$ cat src/sideband_pkg.sv
// constants for the optical module sideband controller
package sideband_pkg;
	localparam int unsigned CLOCK_MHZ = 250;
	// times in their own unit, as printed
	localparam int unsigned OFF_TIME_US = 100;
	localparam int unsigned ON_TIME_MS = 2;
	localparam int unsigned TWO_WIRE_START_MS = 300;
	localparam int unsigned START_UP_MS = 300;
	localparam int unsigned START_UP_COOLED_S = 90;
	localparam int unsigned LEVEL2_UP_MS = 300;
	localparam int unsigned LEVEL2_DOWN_MS = 300;
	localparam int unsigned FAULT_ON_MS = 1;
	localparam int unsigned FAULT_ON_COOLED_MS = 50;
	localparam int unsigned FAULT_RESET_US = 10;
	localparam int unsigned RATE_FC_US = 500;
	localparam int unsigned RATE_NON_FC_MS = 10;
	localparam int unsigned LOS_ON_US = 100;
	localparam int unsigned LOS_OFF_US = 100;
	// a 1 us tick drives every timer
	localparam int unsigned TICK_CYCLES = CLOCK_MHZ;
	localparam int unsigned TICK_W = 8;
	localparam int unsigned TIMER_W = 27;
	// synchroniser value after reset: {off request, rate 0, rate 1, stop bit, fault, signal}
	// off request pulled high and signal present, so no false edge follows reset
	localparam logic [5:0] PIN_IDLE = 6'h21;
	// counts in 1 us ticks; every time converts to a whole number of ticks with no rounding
	localparam logic [TIMER_W-1:0] OFF_TICKS = TIMER_W'(OFF_TIME_US);
	localparam logic [TIMER_W-1:0] ON_TICKS = TIMER_W'(ON_TIME_MS * 1000);
	localparam logic [TIMER_W-1:0] TWO_WIRE_TICKS = TIMER_W'(TWO_WIRE_START_MS * 1000);
	localparam logic [TIMER_W-1:0] START_TICKS = TIMER_W'(START_UP_MS * 1000);
	localparam logic [TIMER_W-1:0] START_COOLED_TICKS = TIMER_W'(START_UP_COOLED_S * 1000000);
	localparam logic [TIMER_W-1:0] LEVEL2_UP_TICKS = TIMER_W'(LEVEL2_UP_MS * 1000);
	localparam logic [TIMER_W-1:0] LEVEL2_DOWN_TICKS = TIMER_W'(LEVEL2_DOWN_MS * 1000);
	localparam logic [TIMER_W-1:0] FAULT_ON_TICKS = TIMER_W'(FAULT_ON_MS * 1000);
	localparam logic [TIMER_W-1:0] FAULT_COOLED_TICKS = TIMER_W'(FAULT_ON_COOLED_MS * 1000);
	localparam logic [TIMER_W-1:0] FAULT_RESET_TICKS = TIMER_W'(FAULT_RESET_US);
	localparam logic [TIMER_W-1:0] RATE_FC_TICKS = TIMER_W'(RATE_FC_US);
	localparam logic [TIMER_W-1:0] RATE_NON_FC_TICKS = TIMER_W'(RATE_NON_FC_MS * 1000);
	localparam logic [TIMER_W-1:0] LOS_ON_TICKS = TIMER_W'(LOS_ON_US);
	localparam logic [TIMER_W-1:0] LOS_OFF_TICKS = TIMER_W'(LOS_OFF_US);
	typedef enum logic [2:0] {
		ST_START,
		ST_OFF,
		ST_RAMP,
		ST_ON,
		ST_FAULT
	} tx_state_t;
endpackage

$ cat src/deadline_timer.sv
// down counter on the 1 us tick that reports when a started interval has expired
`timescale 1ns/1ps
`default_nettype none
module deadline_timer #(
	parameter int unsigned WIDTH = 27
) (
	input wire logic clock,
	input wire logic rst_n,
	input wire logic tick,
	input wire logic start,
	input wire logic [WIDTH-1:0] length,
	output logic busy,
	output logic done
);
	logic [WIDTH-1:0] count;
	wire last = busy && tick && (count <= WIDTH'(1));
	always_ff @(posedge clock) begin
		if (!rst_n) begin
			count <= '0;
			busy <= 1'b0;
			done <= 1'b0;
		end else begin
			done <= last && !start;
			if (start) begin
				count <= length;
				busy <= 1'b1;
			end else if (last) begin
				count <= '0;
				busy <= 1'b0;
			end else if (busy && tick) begin
				count <= count - WIDTH'(1);
			end
		end
	end
endmodule
`default_nettype wire

$ cat src/optical_module_sideband_control.sv
// sideband control and status logic of a pluggable optical transceiver module
`timescale 1ns/1ps
`default_nettype none
module optical_module_sideband_control
	import sideband_pkg::*;
#(
	parameter bit COOLED = 1'b0,
	parameter logic [TIMER_W-1:0] START_LEN = START_TICKS,
	parameter logic [TIMER_W-1:0] START_COOLED_LEN = START_COOLED_TICKS,
	parameter logic [TIMER_W-1:0] TWO_WIRE_LEN = TWO_WIRE_TICKS,
	parameter logic [TIMER_W-1:0] LEVEL2_UP_LEN = LEVEL2_UP_TICKS,
	parameter logic [TIMER_W-1:0] LEVEL2_DOWN_LEN = LEVEL2_DOWN_TICKS,
	parameter logic [TIMER_W-1:0] ON_LEN = ON_TICKS,
	parameter logic [TIMER_W-1:0] FAULT_LEN = COOLED ? FAULT_COOLED_TICKS : FAULT_ON_TICKS,
	parameter logic [TIMER_W-1:0] RATE_NON_FC_LEN = RATE_NON_FC_TICKS
) (
	input wire logic clock,
	input wire logic rst_n,
	input wire logic tx_off_request,
	input wire logic rate_select_zero,
	input wire logic rate_select_one,
	input wire logic fibre_channel_mode,
	input wire logic level2_stop_bit,
	input wire logic laser_fault,
	input wire logic rx_signal_present,
	output logic laser_enable,
	output logic tx_ready,
	output logic tx_fault_oe,
	output logic tx_fault_out,
	output logic rx_los,
	output logic two_wire_ready,
	output logic module_ready,
	output logic power_level2,
	output logic rate_stable
);
	// ---------------------------------------------------------------
	// input synchronisers and 1 us tick
	// ---------------------------------------------------------------
	localparam int unsigned NSYNC = 6;
	wire [NSYNC-1:0] raw_in = {tx_off_request, rate_select_zero, rate_select_one,
		level2_stop_bit, laser_fault, rx_signal_present};
	logic [NSYNC-1:0] sync_a;
	logic [NSYNC-1:0] sync_b;
	logic [NSYNC-1:0] sync_prev;
	logic [TICK_W-1:0] tick_count;
	logic tick;
	always_ff @(posedge clock) begin
		if (!rst_n) begin
			sync_a <= PIN_IDLE;
			sync_b <= PIN_IDLE;
			sync_prev <= PIN_IDLE;
		end else begin
			sync_a <= raw_in;
			sync_b <= sync_a;
			sync_prev <= sync_b;
		end
	end
	always_ff @(posedge clock) begin
		if (!rst_n) begin
			tick_count <= '0;
			tick <= 1'b0;
		end else begin
			tick <= (tick_count == TICK_W'(TICK_CYCLES - 1));
			tick_count <= (tick_count == TICK_W'(TICK_CYCLES - 1)) ? '0 : tick_count + TICK_W'(1);
		end
	end
	wire off_req = sync_b[5];
	wire off_rise = sync_b[5] && !sync_prev[5];
	wire off_fall = !sync_b[5] && sync_prev[5];
	wire rate_change = (sync_b[4] != sync_prev[4]) || (sync_b[3] != sync_prev[3]);
	wire stop_fall = !sync_b[2] && sync_prev[2];
	wire fault_in = sync_b[1];
	wire sig_present = sync_b[0];
	// ---------------------------------------------------------------
	// timers
	// ---------------------------------------------------------------
	localparam int unsigned NT = 8;
	localparam int unsigned T_START = 0;
	localparam int unsigned T_2W = 1;
	localparam int unsigned T_ON = 2;
	localparam int unsigned T_FAULT = 3;
	localparam int unsigned T_RESET = 4;
	localparam int unsigned T_RATE = 5;
	localparam int unsigned T_LOS = 6;
	localparam int unsigned T_LVL = 7;
	logic [NT-1:0] t_start;
	logic [NT-1:0] t_busy;
	logic [NT-1:0] t_done;
	logic [TIMER_W-1:0] t_len [NT];
	logic powered;
	tx_state_t state;
	tx_state_t next_state;
	logic fault_flag;
	logic los;
	logic lvl2_target;
	wire startup_len_sel = COOLED;
	wire [TIMER_W-1:0] start_len = startup_len_sel ? START_COOLED_LEN : START_LEN;
	assign t_len[T_START] = start_len;
	assign t_len[T_2W] = TWO_WIRE_LEN;
	assign t_len[T_ON] = ON_LEN;
	assign t_len[T_FAULT] = FAULT_LEN;
	assign t_len[T_RESET] = FAULT_RESET_TICKS;
	assign t_len[T_RATE] = fibre_channel_mode ? RATE_FC_TICKS : RATE_NON_FC_LEN;
	assign t_len[T_LOS] = los ? LOS_OFF_TICKS : LOS_ON_TICKS;
	assign t_len[T_LVL] = lvl2_target ? LEVEL2_DOWN_LEN : LEVEL2_UP_LEN;
	genvar gi;
	generate
		for (gi = 0; gi < NT; gi++) begin : g_timer
			deadline_timer #(.WIDTH(TIMER_W)) u_timer (
				.clock(clock),
				.rst_n(rst_n),
				.tick(tick),
				.start(t_start[gi]),
				.length(t_len[gi]),
				.busy(t_busy[gi]),
				.done(t_done[gi])
			);
		end
	endgenerate
	// ---------------------------------------------------------------
	// timer starts
	// ---------------------------------------------------------------
	wire fault_pending = fault_in && !fault_flag && !t_busy[T_FAULT];
	wire los_mismatch = (los == sig_present) && !t_busy[T_LOS];
	wire enter_recover = (state == ST_FAULT) && off_fall && !fault_in;
	wire enter_start_off = (state == ST_START) && off_fall;
	assign t_start[T_START] = !powered || enter_recover;
	assign t_start[T_2W] = !powered;
	assign t_start[T_ON] = (state == ST_OFF) && !off_req;
	assign t_start[T_FAULT] = fault_pending;
	assign t_start[T_RESET] = off_rise && fault_flag;
	assign t_start[T_RATE] = rate_change;
	assign t_start[T_LOS] = los_mismatch;
	assign t_start[T_LVL] = stop_fall;
	// ---------------------------------------------------------------
	// transmitter state machine
	// ---------------------------------------------------------------
	always_comb begin
		next_state = state;
		case (state)
			ST_START: begin
				if (t_done[T_START]) begin
					next_state = off_req ? ST_OFF : ST_ON;
				end
			end
			ST_OFF: begin
				if (!off_req) begin
					next_state = ST_RAMP;
				end
			end
			ST_RAMP: begin
				if (off_req) begin
					next_state = ST_OFF;
				end else if (t_done[T_ON]) begin
					next_state = ST_ON;
				end
			end
			ST_ON: begin
				if (off_req) begin
					next_state = ST_OFF;
				end
			end
			ST_FAULT: begin
				if (enter_recover) begin
					next_state = ST_START;
				end
			end
			default: begin
				next_state = ST_START;
			end
		endcase
		if (fault_flag && state != ST_START) begin
			next_state = ST_FAULT;
		end
		if (enter_start_off) begin
			next_state = ST_START;
		end
	end
	// ---------------------------------------------------------------
	// state, flags and outputs
	// ---------------------------------------------------------------
	wire fault_clear = t_done[T_RESET] && off_req;
	wire fault_set = t_done[T_FAULT] && fault_in;
	always_ff @(posedge clock) begin
		if (!rst_n) begin
			powered <= 1'b0;
			state <= ST_START;
			fault_flag <= 1'b0;
			los <= 1'b1;
			lvl2_target <= 1'b0;
		end else begin
			powered <= 1'b1;
			state <= next_state;
			fault_flag <= fault_set || (fault_flag && !fault_clear);
			if (t_done[T_LOS] && (los == sig_present)) begin
				los <= !sig_present;
			end
			if (t_done[T_LVL]) begin
				lvl2_target <= !lvl2_target;
			end
		end
	end
	always_ff @(posedge clock) begin
		if (!rst_n) begin
			laser_enable <= 1'b0;
			tx_ready <= 1'b0;
			tx_fault_oe <= 1'b0;
			tx_fault_out <= 1'b0;
			rx_los <= 1'b1;
			two_wire_ready <= 1'b0;
			module_ready <= 1'b0;
			power_level2 <= 1'b0;
			rate_stable <= 1'b0;
		end else begin
			laser_enable <= !off_req && !fault_flag && (state == ST_RAMP || state == ST_ON);
			tx_ready <= (state == ST_ON) && !off_req && !fault_flag;
			tx_fault_oe <= !fault_flag;
			tx_fault_out <= 1'b0;
			rx_los <= los;
			two_wire_ready <= two_wire_ready || t_done[T_2W];
			module_ready <= (state == ST_ON || state == ST_OFF || state == ST_RAMP);
			power_level2 <= lvl2_target && !t_busy[T_LVL];
			rate_stable <= !t_busy[T_RATE] && !rate_change;
		end
	end
endmodule
`default_nettype wire

$ cat config.mk
export PLATFORM = sky130hd
export DESIGN_NAME = optical_module_sideband_control
export DESIGN_NICKNAME = d
export VERILOG_FILES = /design/src/sideband_pkg.sv /design/src/deadline_timer.sv /design/src/optical_module_sideband_control.sv
export SDC_FILE = /design/constraint.sdc
export NUM_CORES = 1
export LEC_CHECK = 0
export BUFFER_PORTS_ARGS = -buffer_cell sky130_fd_sc_hd__buf_4
export CAP_MARGIN = 5
export CORE_MARGIN = 2
export CORE_UTILIZATION = 49
export CTS_BUF_LIST = sky130_fd_sc_hd__clkbuf_4 sky130_fd_sc_hd__clkbuf_8 sky130_fd_sc_hd__clkbuf_16
export CTS_CLUSTER_DIAMETER = 200
export DETAILED_ROUTE_END_ITERATION = 16
export SYNTH_ARGS = -nofsm -noshare
export SYNTH_HDL_FRONTEND = slang
export SYNTH_SLANG_ARGS = --single-unit
$ cat constraint.sdc
create_clock -name clock -period 2.65 [get_ports clock]
set_input_delay 0.53 -clock clock [delete_from_list [all_inputs] [get_ports clock]]
set_output_delay 0.53 -clock clock [all_outputs]
set_load 0.01 [all_outputs]
# Word-level counts from Yosys, hierarchy flattened
# Index checks and enable logic that the tools add are counted.
# totals
ff_bits	273
out_inout_bits	9
elab_cells	239
# classes
addsub	9
n_lt_le_gt_ge	8
eq_ne	20
muxes	51
bitwise	2
reduce_logical	100
# ops
cell	n
less-or-equal comparator 27 x 1 -> 1 bit (second input constant)	8
subtractor 27 x 1 -> 27 bit (second input constant)	8
two-way mux 19 bit	9
two-way mux 27 bit	3
logical AND 1 bit	45
two-way mux 11 bit	3
two-way mux 10 bit	3
nonzero test 3 bit	8
OR reduction 3 bit	8
two-way mux 3 bit	7
two-way mux 7 bit	3
zero test 1 bit	20
two-way mux 1 bit	17
one-hot mux 3 bit (5 select lines)	1
two-way mux 14 bit	1
nonzero test 2 bit	7
two-way mux 4 bit	3
AND reduction 5 bit	2
inequality test 3 x 2 -> 1 bit (second input constant)	3
adder 8 x 1 -> 8 bit (second input constant)	1
equality test 8 bit (second input constant)	1
logical OR 1 bit	7
equality test 3 x 2 -> 1 bit (second input constant)	2
inequality test 2 bit (second input constant)	3
other kinds (12)	17

# Logic depth before layout (Yosys ltp)
# depth
word_depth	7
depth_mapped	8
ltp_nobuf	7

# Hierarchy
# A second synthesis with hierarchy kept.
# unflattened
hier_cells	2118
area_unflattened_um2	16130.5
# by_module_without_submodules
module	instances	cells_per_inst	area_per_inst_um2	seq_area_each_um2
deadline_timer at g_timer[0].u_timer ...	4	273	1943.1	580.6
deadline_timer at g_timer[4].u_timer ...	4	220	1737.9	580.6
optical_module_sideband_control	1	146	1406.3	800.8

# Worst setup path after synthesis
# OpenSTA, ideal clock, no wires.
# synth_path
path_type	register -> register
startpoint	register g_timer[6].u_timer.count[12]
endpoint	register g_timer[6].u_timer.count[12]
setup_ps	115
t_arrival_ps	2248
path_slack_ps	287
path_stages_with_launch	9
synth_period_minus_slack_ps	2363
cell_sequence	dfxtp_1 -> or4_4 -> or4_4 -> buf_6 -> o41ai_4 -> or2_1 -> buf_6 -> buf_12 -> nor2_1
# synth_via
elab_chain_len	3
elab_cells_between_ends	4
classes_between	add/sub: 1; order compare: 1; reduce/logical: 2
# synth_rtl
element	line_no	text
start: declaration	deadline_timer.sv:15	logic [WIDTH-1:0] count;
start signal: assignment	deadline_timer.sv:25	count <= length;
start signal: assignment	deadline_timer.sv:31	count <= count - WIDTH'(1);
less-or-equal comparator 27 x 1 -> 1 bit	deadline_timer.sv:16	wire last = busy && tick && (count <= WIDTH'(1));
logical AND 1 bit	deadline_timer.sv:16	
OR reduction 3 bit (no source line)	--	
# Several ways; a longest one is shown, not always the timed one.
# A chain may end at the register's enable or synchronous reset.

# Worst setup path after layout
# layout_path
startpoint	register g_timer[6].u_timer.count[19]
endpoint	register g_timer[6].u_timer.count[11]
# layout_via
elab_chain_len	3
# layout_rtl
element	line_no
less-or-equal comparator 27 x 1 -> 1 bit	deadline_timer.sv:16
logical AND 1 bit	deadline_timer.sv:16
OR reduction 3 bit (no source line)	--
# No other way between the ends.

==> summary.md <==
- hold_buf cts: 0
- number of warnings issued by yosys: 0
- r2r setup slk: 0.28 ns
- number of distinct library cell variants in the gate-level netlist after synthesis: 67
- hold-critical path depth: 2
- end point of the worst hold path: sync_a[0]
- number of clock buffers inserted by TritonCTS: 30
- min cycle time layout: 2.37 ns
- setup TNS: 0 ns
- Vias/cell: 5.34
- DR iter-0 viols: 463
- outcome: finished clean
- number of setup buffers added after CTS: 0
- largest net degree at the start of global routing: 33
- DRC violations left: 0
- final setup margin: 0.277 ns
- setup violation total in the final timing report: 0
- placeable core region: 24,400 um2
- peak supply drop: 0.537 mV
- count of cells resized by post-cts repair: 0
- global-route usage over all layers: 18.2%
- worst-case setup slack after placement: 0.277 ns
- diode insertion count for antenna repair: 0
- area post-placement: 12,900 um2
- largest area contributor in the synthesized netlist: sky130_fd_sc_hd__dfxtp_1
- count of nets after finishing: 1,467
- worst-skew pair later-pin latency: 0.54 ns
- slew at the pin closest to its max-slew limit: 0.910 ns
- top metal layer carrying routed signals: met4
- Max Buffers Root-to-Sink: 3
- final slew viol count: 0
- cell area after technology mapping: 12,200 um2
- global-route wire length before repair: 41,600 um
- fill cell total of the finished layout: 2,252
- Die Footprint: 26,200 um2
- final instance area: 13,900 um2
- half-perimeter wire length after placement: 15,800 um
- worst-case headroom to the max-slew limit: 38.8%
- CTS H-Tree Depth: 1
- cell-by-cell trace of the critical path: or4_1 > or4_1 > o41ai_4 > or2_1 > buf_4 > a21oi_1
- Post-synth top flop: sky130_fd_sc_hd__dfxtp_1
- Design Power: 9.05 mW
- endpoint arrival time on the critical path: 2.77 ns
- flip-flop and latch area: 5430 um2
- areal power density over the cells: 653 nW/um2
- overall routed net length: 23,700 um
- clk root buf: sky130_fd_sc_hd__clkbuf_16
- total number of placement rows: 57
- delay-heaviest family, CP: simple AND/OR/NAND/NOR gates
- Critical Path RT: 3.05 ns
- DRT antenna net count: 0
- crit path kind: flip-flop to flip-flop
- area added between synthesis and finish: 13.5%
- average instance area after synthesis: 8.70 um2
- Port Buffer Count: 16
- portion of the post-synthesis area used by sequential elements: 44.4%
- residual overflow from global routing: 0
- f_max: 0.421 GHz
- number of antenna violations at the first check in global routing: 0
- floorplan die height: 162 um
- number of buffer and inverter stages on the critical path: 1
- detailed-router iteration count before antenna repair: 5
- post-synth top area share: 44.4%
- area used by multi-input combinational logic: 6420 um2
- Post-Place Cells: 1,732
- Clock Sinks: 271
- detailed-routing wirelength on met1: 12,400 um
- max-cap viol count: 0
- clock tree from TritonCTS: yes
- setup clock skew after layout: 0.0111 ns
- startpoint of the most critical register-to-register path: g_timer[6].u_timer.count[19]
- Post-synth EDFFs: 0
- vias post-DR: 9,519
- number of register bits inferred by synthesis: 271
- unrepaired setup endpoints after global routing: no
- worst r2r dst: g_timer[6].u_timer.count[11]
- Setup crit end kind: flip-flop
- initial core utilization: 50.1%
- worst hold path class: input pin to flip-flop
- layout cells sized above 1: 9.53%
- routed len/inst: 13.3 um
- number of global-route vias before repair: 8,887
- top-level I/O count: 18
- register clock-pin slew on the reported worst setup and hold paths: 0.06 ns
- hold_sp: rx_signal_present
- standard cell with the maximum stage delay on the critical path: sky130_fd_sc_hd__or4_1
- sort of element at the start of the critical path: flip-flop
- final hold violations: 0
- Crit path largest cell delay: 0.59 ns
- gate count of the mapped netlist: 1,403
- Max Fanout on Critical Path: 15
- ys async rst share: 0%
- cell repeated most along the worst path: sky130_fd_sc_hd__or4_1
- wire length on met2: 10,300 um
- Leak Pwr: 5.19 nW
- count of cells along the worst register-to-register path: 6
- main area contributors after synthesis: sky130_fd_sc_hd__dfxtp_1, sky130_fd_sc_hd__xnor2_1, sky130_fd_sc_hd__nor2_1, sky130_fd_sc_hd__nor3_1, sky130_fd_sc_hd__nor4_1
- non-filler cells, final: 1,783
- amount of wire on met3 after detailed routing: 665 um
- Syn Nets: 1,430
- GP Congestion: 0.793
- share of the clock period used by the worst path after layout: 89.5%
- Die W: 162 um
==> layout by cell type, fill, tap and decap left out, types with 21 or more instances in the layout <==
| cell | netlist | final |
|---|---|---|
| sky130_fd_sc_hd__nor3_1 | 93 | 92 |
| sky130_fd_sc_hd__nand3_1 | 34 | 34 |
| sky130_fd_sc_hd__inv_1 | 26 | 25 |
| sky130_fd_sc_hd__xnor2_1 | 128 | 128 |
| sky130_fd_sc_hd__or4_1 | 32 | 32 |
| sky130_fd_sc_hd__nand2_1 | 76 | 76 |
| sky130_fd_sc_hd__nand4_1 | 24 | 24 |
| sky130_fd_sc_hd__a21oi_1 | 41 | 41 |
| sky130_fd_sc_hd__or3_1 | 38 | 38 |
| sky130_fd_sc_hd__nor4_1 | 71 | 71 |
| sky130_fd_sc_hd__dfxtp_1 | 271 | 271 |
| sky130_fd_sc_hd__buf_4 | 2 | 57 |
| sky130_fd_sc_hd__nor2_1 | 246 | 246 |
| sky130_fd_sc_hd__and2_1 | 21 | 21 |
| sky130_fd_sc_hd__o21ai_0 | 27 | 27 |
| sky130_fd_sc_hd__clkbuf_16 | 0 | 31 |
| sky130_fd_sc_hd__xor2_1 | 47 | 47 |
==> cells in the mapped netlist, types with 3 or more instances <==
| master | n |
|---|---|
| sky130_fd_sc_hd__o22ai_1 | 4 |
| sky130_fd_sc_hd__xor2_1 | 47 |
| sky130_fd_sc_hd__a31oi_1 | 6 |
| sky130_fd_sc_hd__dfxtp_1 | 271 |
| sky130_fd_sc_hd__o21a_1 | 13 |
| sky130_fd_sc_hd__nand4b_1 | 3 |
| sky130_fd_sc_hd__clkbuf_1 | 37 |
| sky130_fd_sc_hd__o41ai_1 | 5 |
| sky130_fd_sc_hd__nand2_1 | 76 |
| sky130_fd_sc_hd__nor4b_1 | 4 |
| sky130_fd_sc_hd__nand2b_1 | 12 |
| sky130_fd_sc_hd__nor2b_1 | 7 |
| sky130_fd_sc_hd__a211oi_1 | 6 |
| sky130_fd_sc_hd__nor3b_1 | 6 |
| sky130_fd_sc_hd__inv_1 | 26 |
| sky130_fd_sc_hd__nor4_1 | 71 |
| sky130_fd_sc_hd__a21oi_1 | 41 |
| sky130_fd_sc_hd__and2_1 | 21 |
| sky130_fd_sc_hd__buf_2 | 11 |
| sky130_fd_sc_hd__and4b_1 | 3 |
| sky130_fd_sc_hd__nand4_1 | 24 |
| sky130_fd_sc_hd__nand3_1 | 34 |
| sky130_fd_sc_hd__o31a_1 | 6 |
| sky130_fd_sc_hd__or2_2 | 8 |
| sky130_fd_sc_hd__or3_1 | 38 |
| sky130_fd_sc_hd__a311oi_1 | 5 |
| sky130_fd_sc_hd__o31ai_1 | 5 |
| sky130_fd_sc_hd__nor3_1 | 93 |
| sky130_fd_sc_hd__o211ai_1 | 6 |
| sky130_fd_sc_hd__xnor2_1 | 128 |
| sky130_fd_sc_hd__nor4_4 | 3 |
| sky130_fd_sc_hd__nor2_1 | 246 |
| sky130_fd_sc_hd__nor4bb_1 | 3 |
| sky130_fd_sc_hd__a22oi_1 | 3 |
| sky130_fd_sc_hd__nand3b_1 | 9 |
| sky130_fd_sc_hd__o2111ai_1 | 4 |
| sky130_fd_sc_hd__and3_1 | 4 |
| sky130_fd_sc_hd__or4_1 | 32 |
| sky130_fd_sc_hd__ha_1 | 18 |
| sky130_fd_sc_hd__o21ai_0 | 27 |
==> logic make-up (layout without fill, tap and decap cells) <==
| group | after synthesis | in the layout | synth area share (%) |
|---|---|---|---|
| and+or+nand+nor | 710 | 710 | 30.0 |
| AOI/OAI and AO/OA | 143 | 143 | 7.79 |
| xor gates and xnor gates | 175 | 175 | 12.6 |
| adders and majority gates | 18 | 18 | 1.84 |
| other | 1 | 1 | 0.0307 |
| buffers and inverters | 82 | 138 | 3.08 |
| muxes | 3 | 3 | 0.256 |
| DFF | 271 | 271 | 44.4 |
==> metrics by stage <==
| step | hold slack, ns | utilization (%) |
|---|---|---|
| after global routing | 0.172 | 56.8 |
| after detailed placement | 0.405 | 52.7 |
| final | 0.180 | 56.8 |
| after global placement | 0.402 | 52.7 |
| after floorplan | 0.386 | - |
| after CTS | 0.158 | 56.8 |
==> cell type report <==
class | count | share of cell area (%)
Clock buffer | 44 | 6.71
Clock inverter | 7 | 0.497
Inverter | 26 | 0.705
Multi-Input combinational cell | 1050 | 46.3
Sequential cell | 271 | 39.2
Tap cell | 324 | 2.93
Timing Repair Buffer | 61 | 3.67
==> state kept, by name (all words and copies together) (netlist names) <==
| signal | cells |
|---|---|
| fault_flag | 1 |
| g_timer.u_timer.busy | 8 |
| g_timer.u_timer.count | 216 |
| g_timer.u_timer.done | 7 |
| laser_enable | 1 |
| los | 1 |
| lvl2_target | 1 |
| module_ready | 1 |
| power_level2 | 1 |
| powered | 1 |
| rate_stable | 1 |
| rx_los | 1 |
| state | 3 |
| sync_a | 6 |
| sync_b | 6 |
| sync_prev | 4 |
| tick | 1 |
| tick_count | 8 |
| two_wire_ready | 1 |
| tx_fault_oe | 1 |
| tx_ready | 1 |
==> power breakdown <==
group | internal, mW | total [mW] | switching, mW | leakage (nW)
clock | 2.50 | 4.09 | 1.59 | 0.496
combinational | 0.274 | 0.663 | 0.390 | 2.50
sequential | 4.18 | 4.29 | 0.111 | 2.20
==> worst register-to-register path, cell delays in order (launching register included) <==
cell	delay (ns)
sky130_fd_sc_hd__dfxtp_1	0.35
sky130_fd_sc_hd__or4_1	0.59
sky130_fd_sc_hd__or4_1	0.50
sky130_fd_sc_hd__o41ai_4	0.39
sky130_fd_sc_hd__or2_1	0.17
sky130_fd_sc_hd__buf_4	0.20
sky130_fd_sc_hd__a21oi_1	0.06
==> worst max-delay path by stage <==
stage	cells past startpoint	end	start	slack, ns
after global placement	6	g_timer[6].u_timer.count[11]	g_timer[6].u_timer.count[19]	0.32
final	6	g_timer[6].u_timer.count[11]	g_timer[6].u_timer.count[19]	0.28
after global routing	6	g_timer[4].u_timer.count[17]	g_timer[4].u_timer.count[4]	0.11
after floorplan	8	g_timer[6].u_timer.count[12]	g_timer[6].u_timer.count[12]	0.29
after detailed placement	6	g_timer[6].u_timer.count[14]	g_timer[6].u_timer.count[19]	0.28
after CTS	6	g_timer[6].u_timer.count[7]	g_timer[6].u_timer.count[19]	0.26
==> routing by layer <==
layer | up-vias | GRT usage (%)
li1 | 5009 | -
met1 | 4391 | 25.7
met2 | 89 | 29.8
met3 | 30 | 2.22
met4 | 0 | 4.55
met5 | - | 0
(Power assumes the default switching activity.)
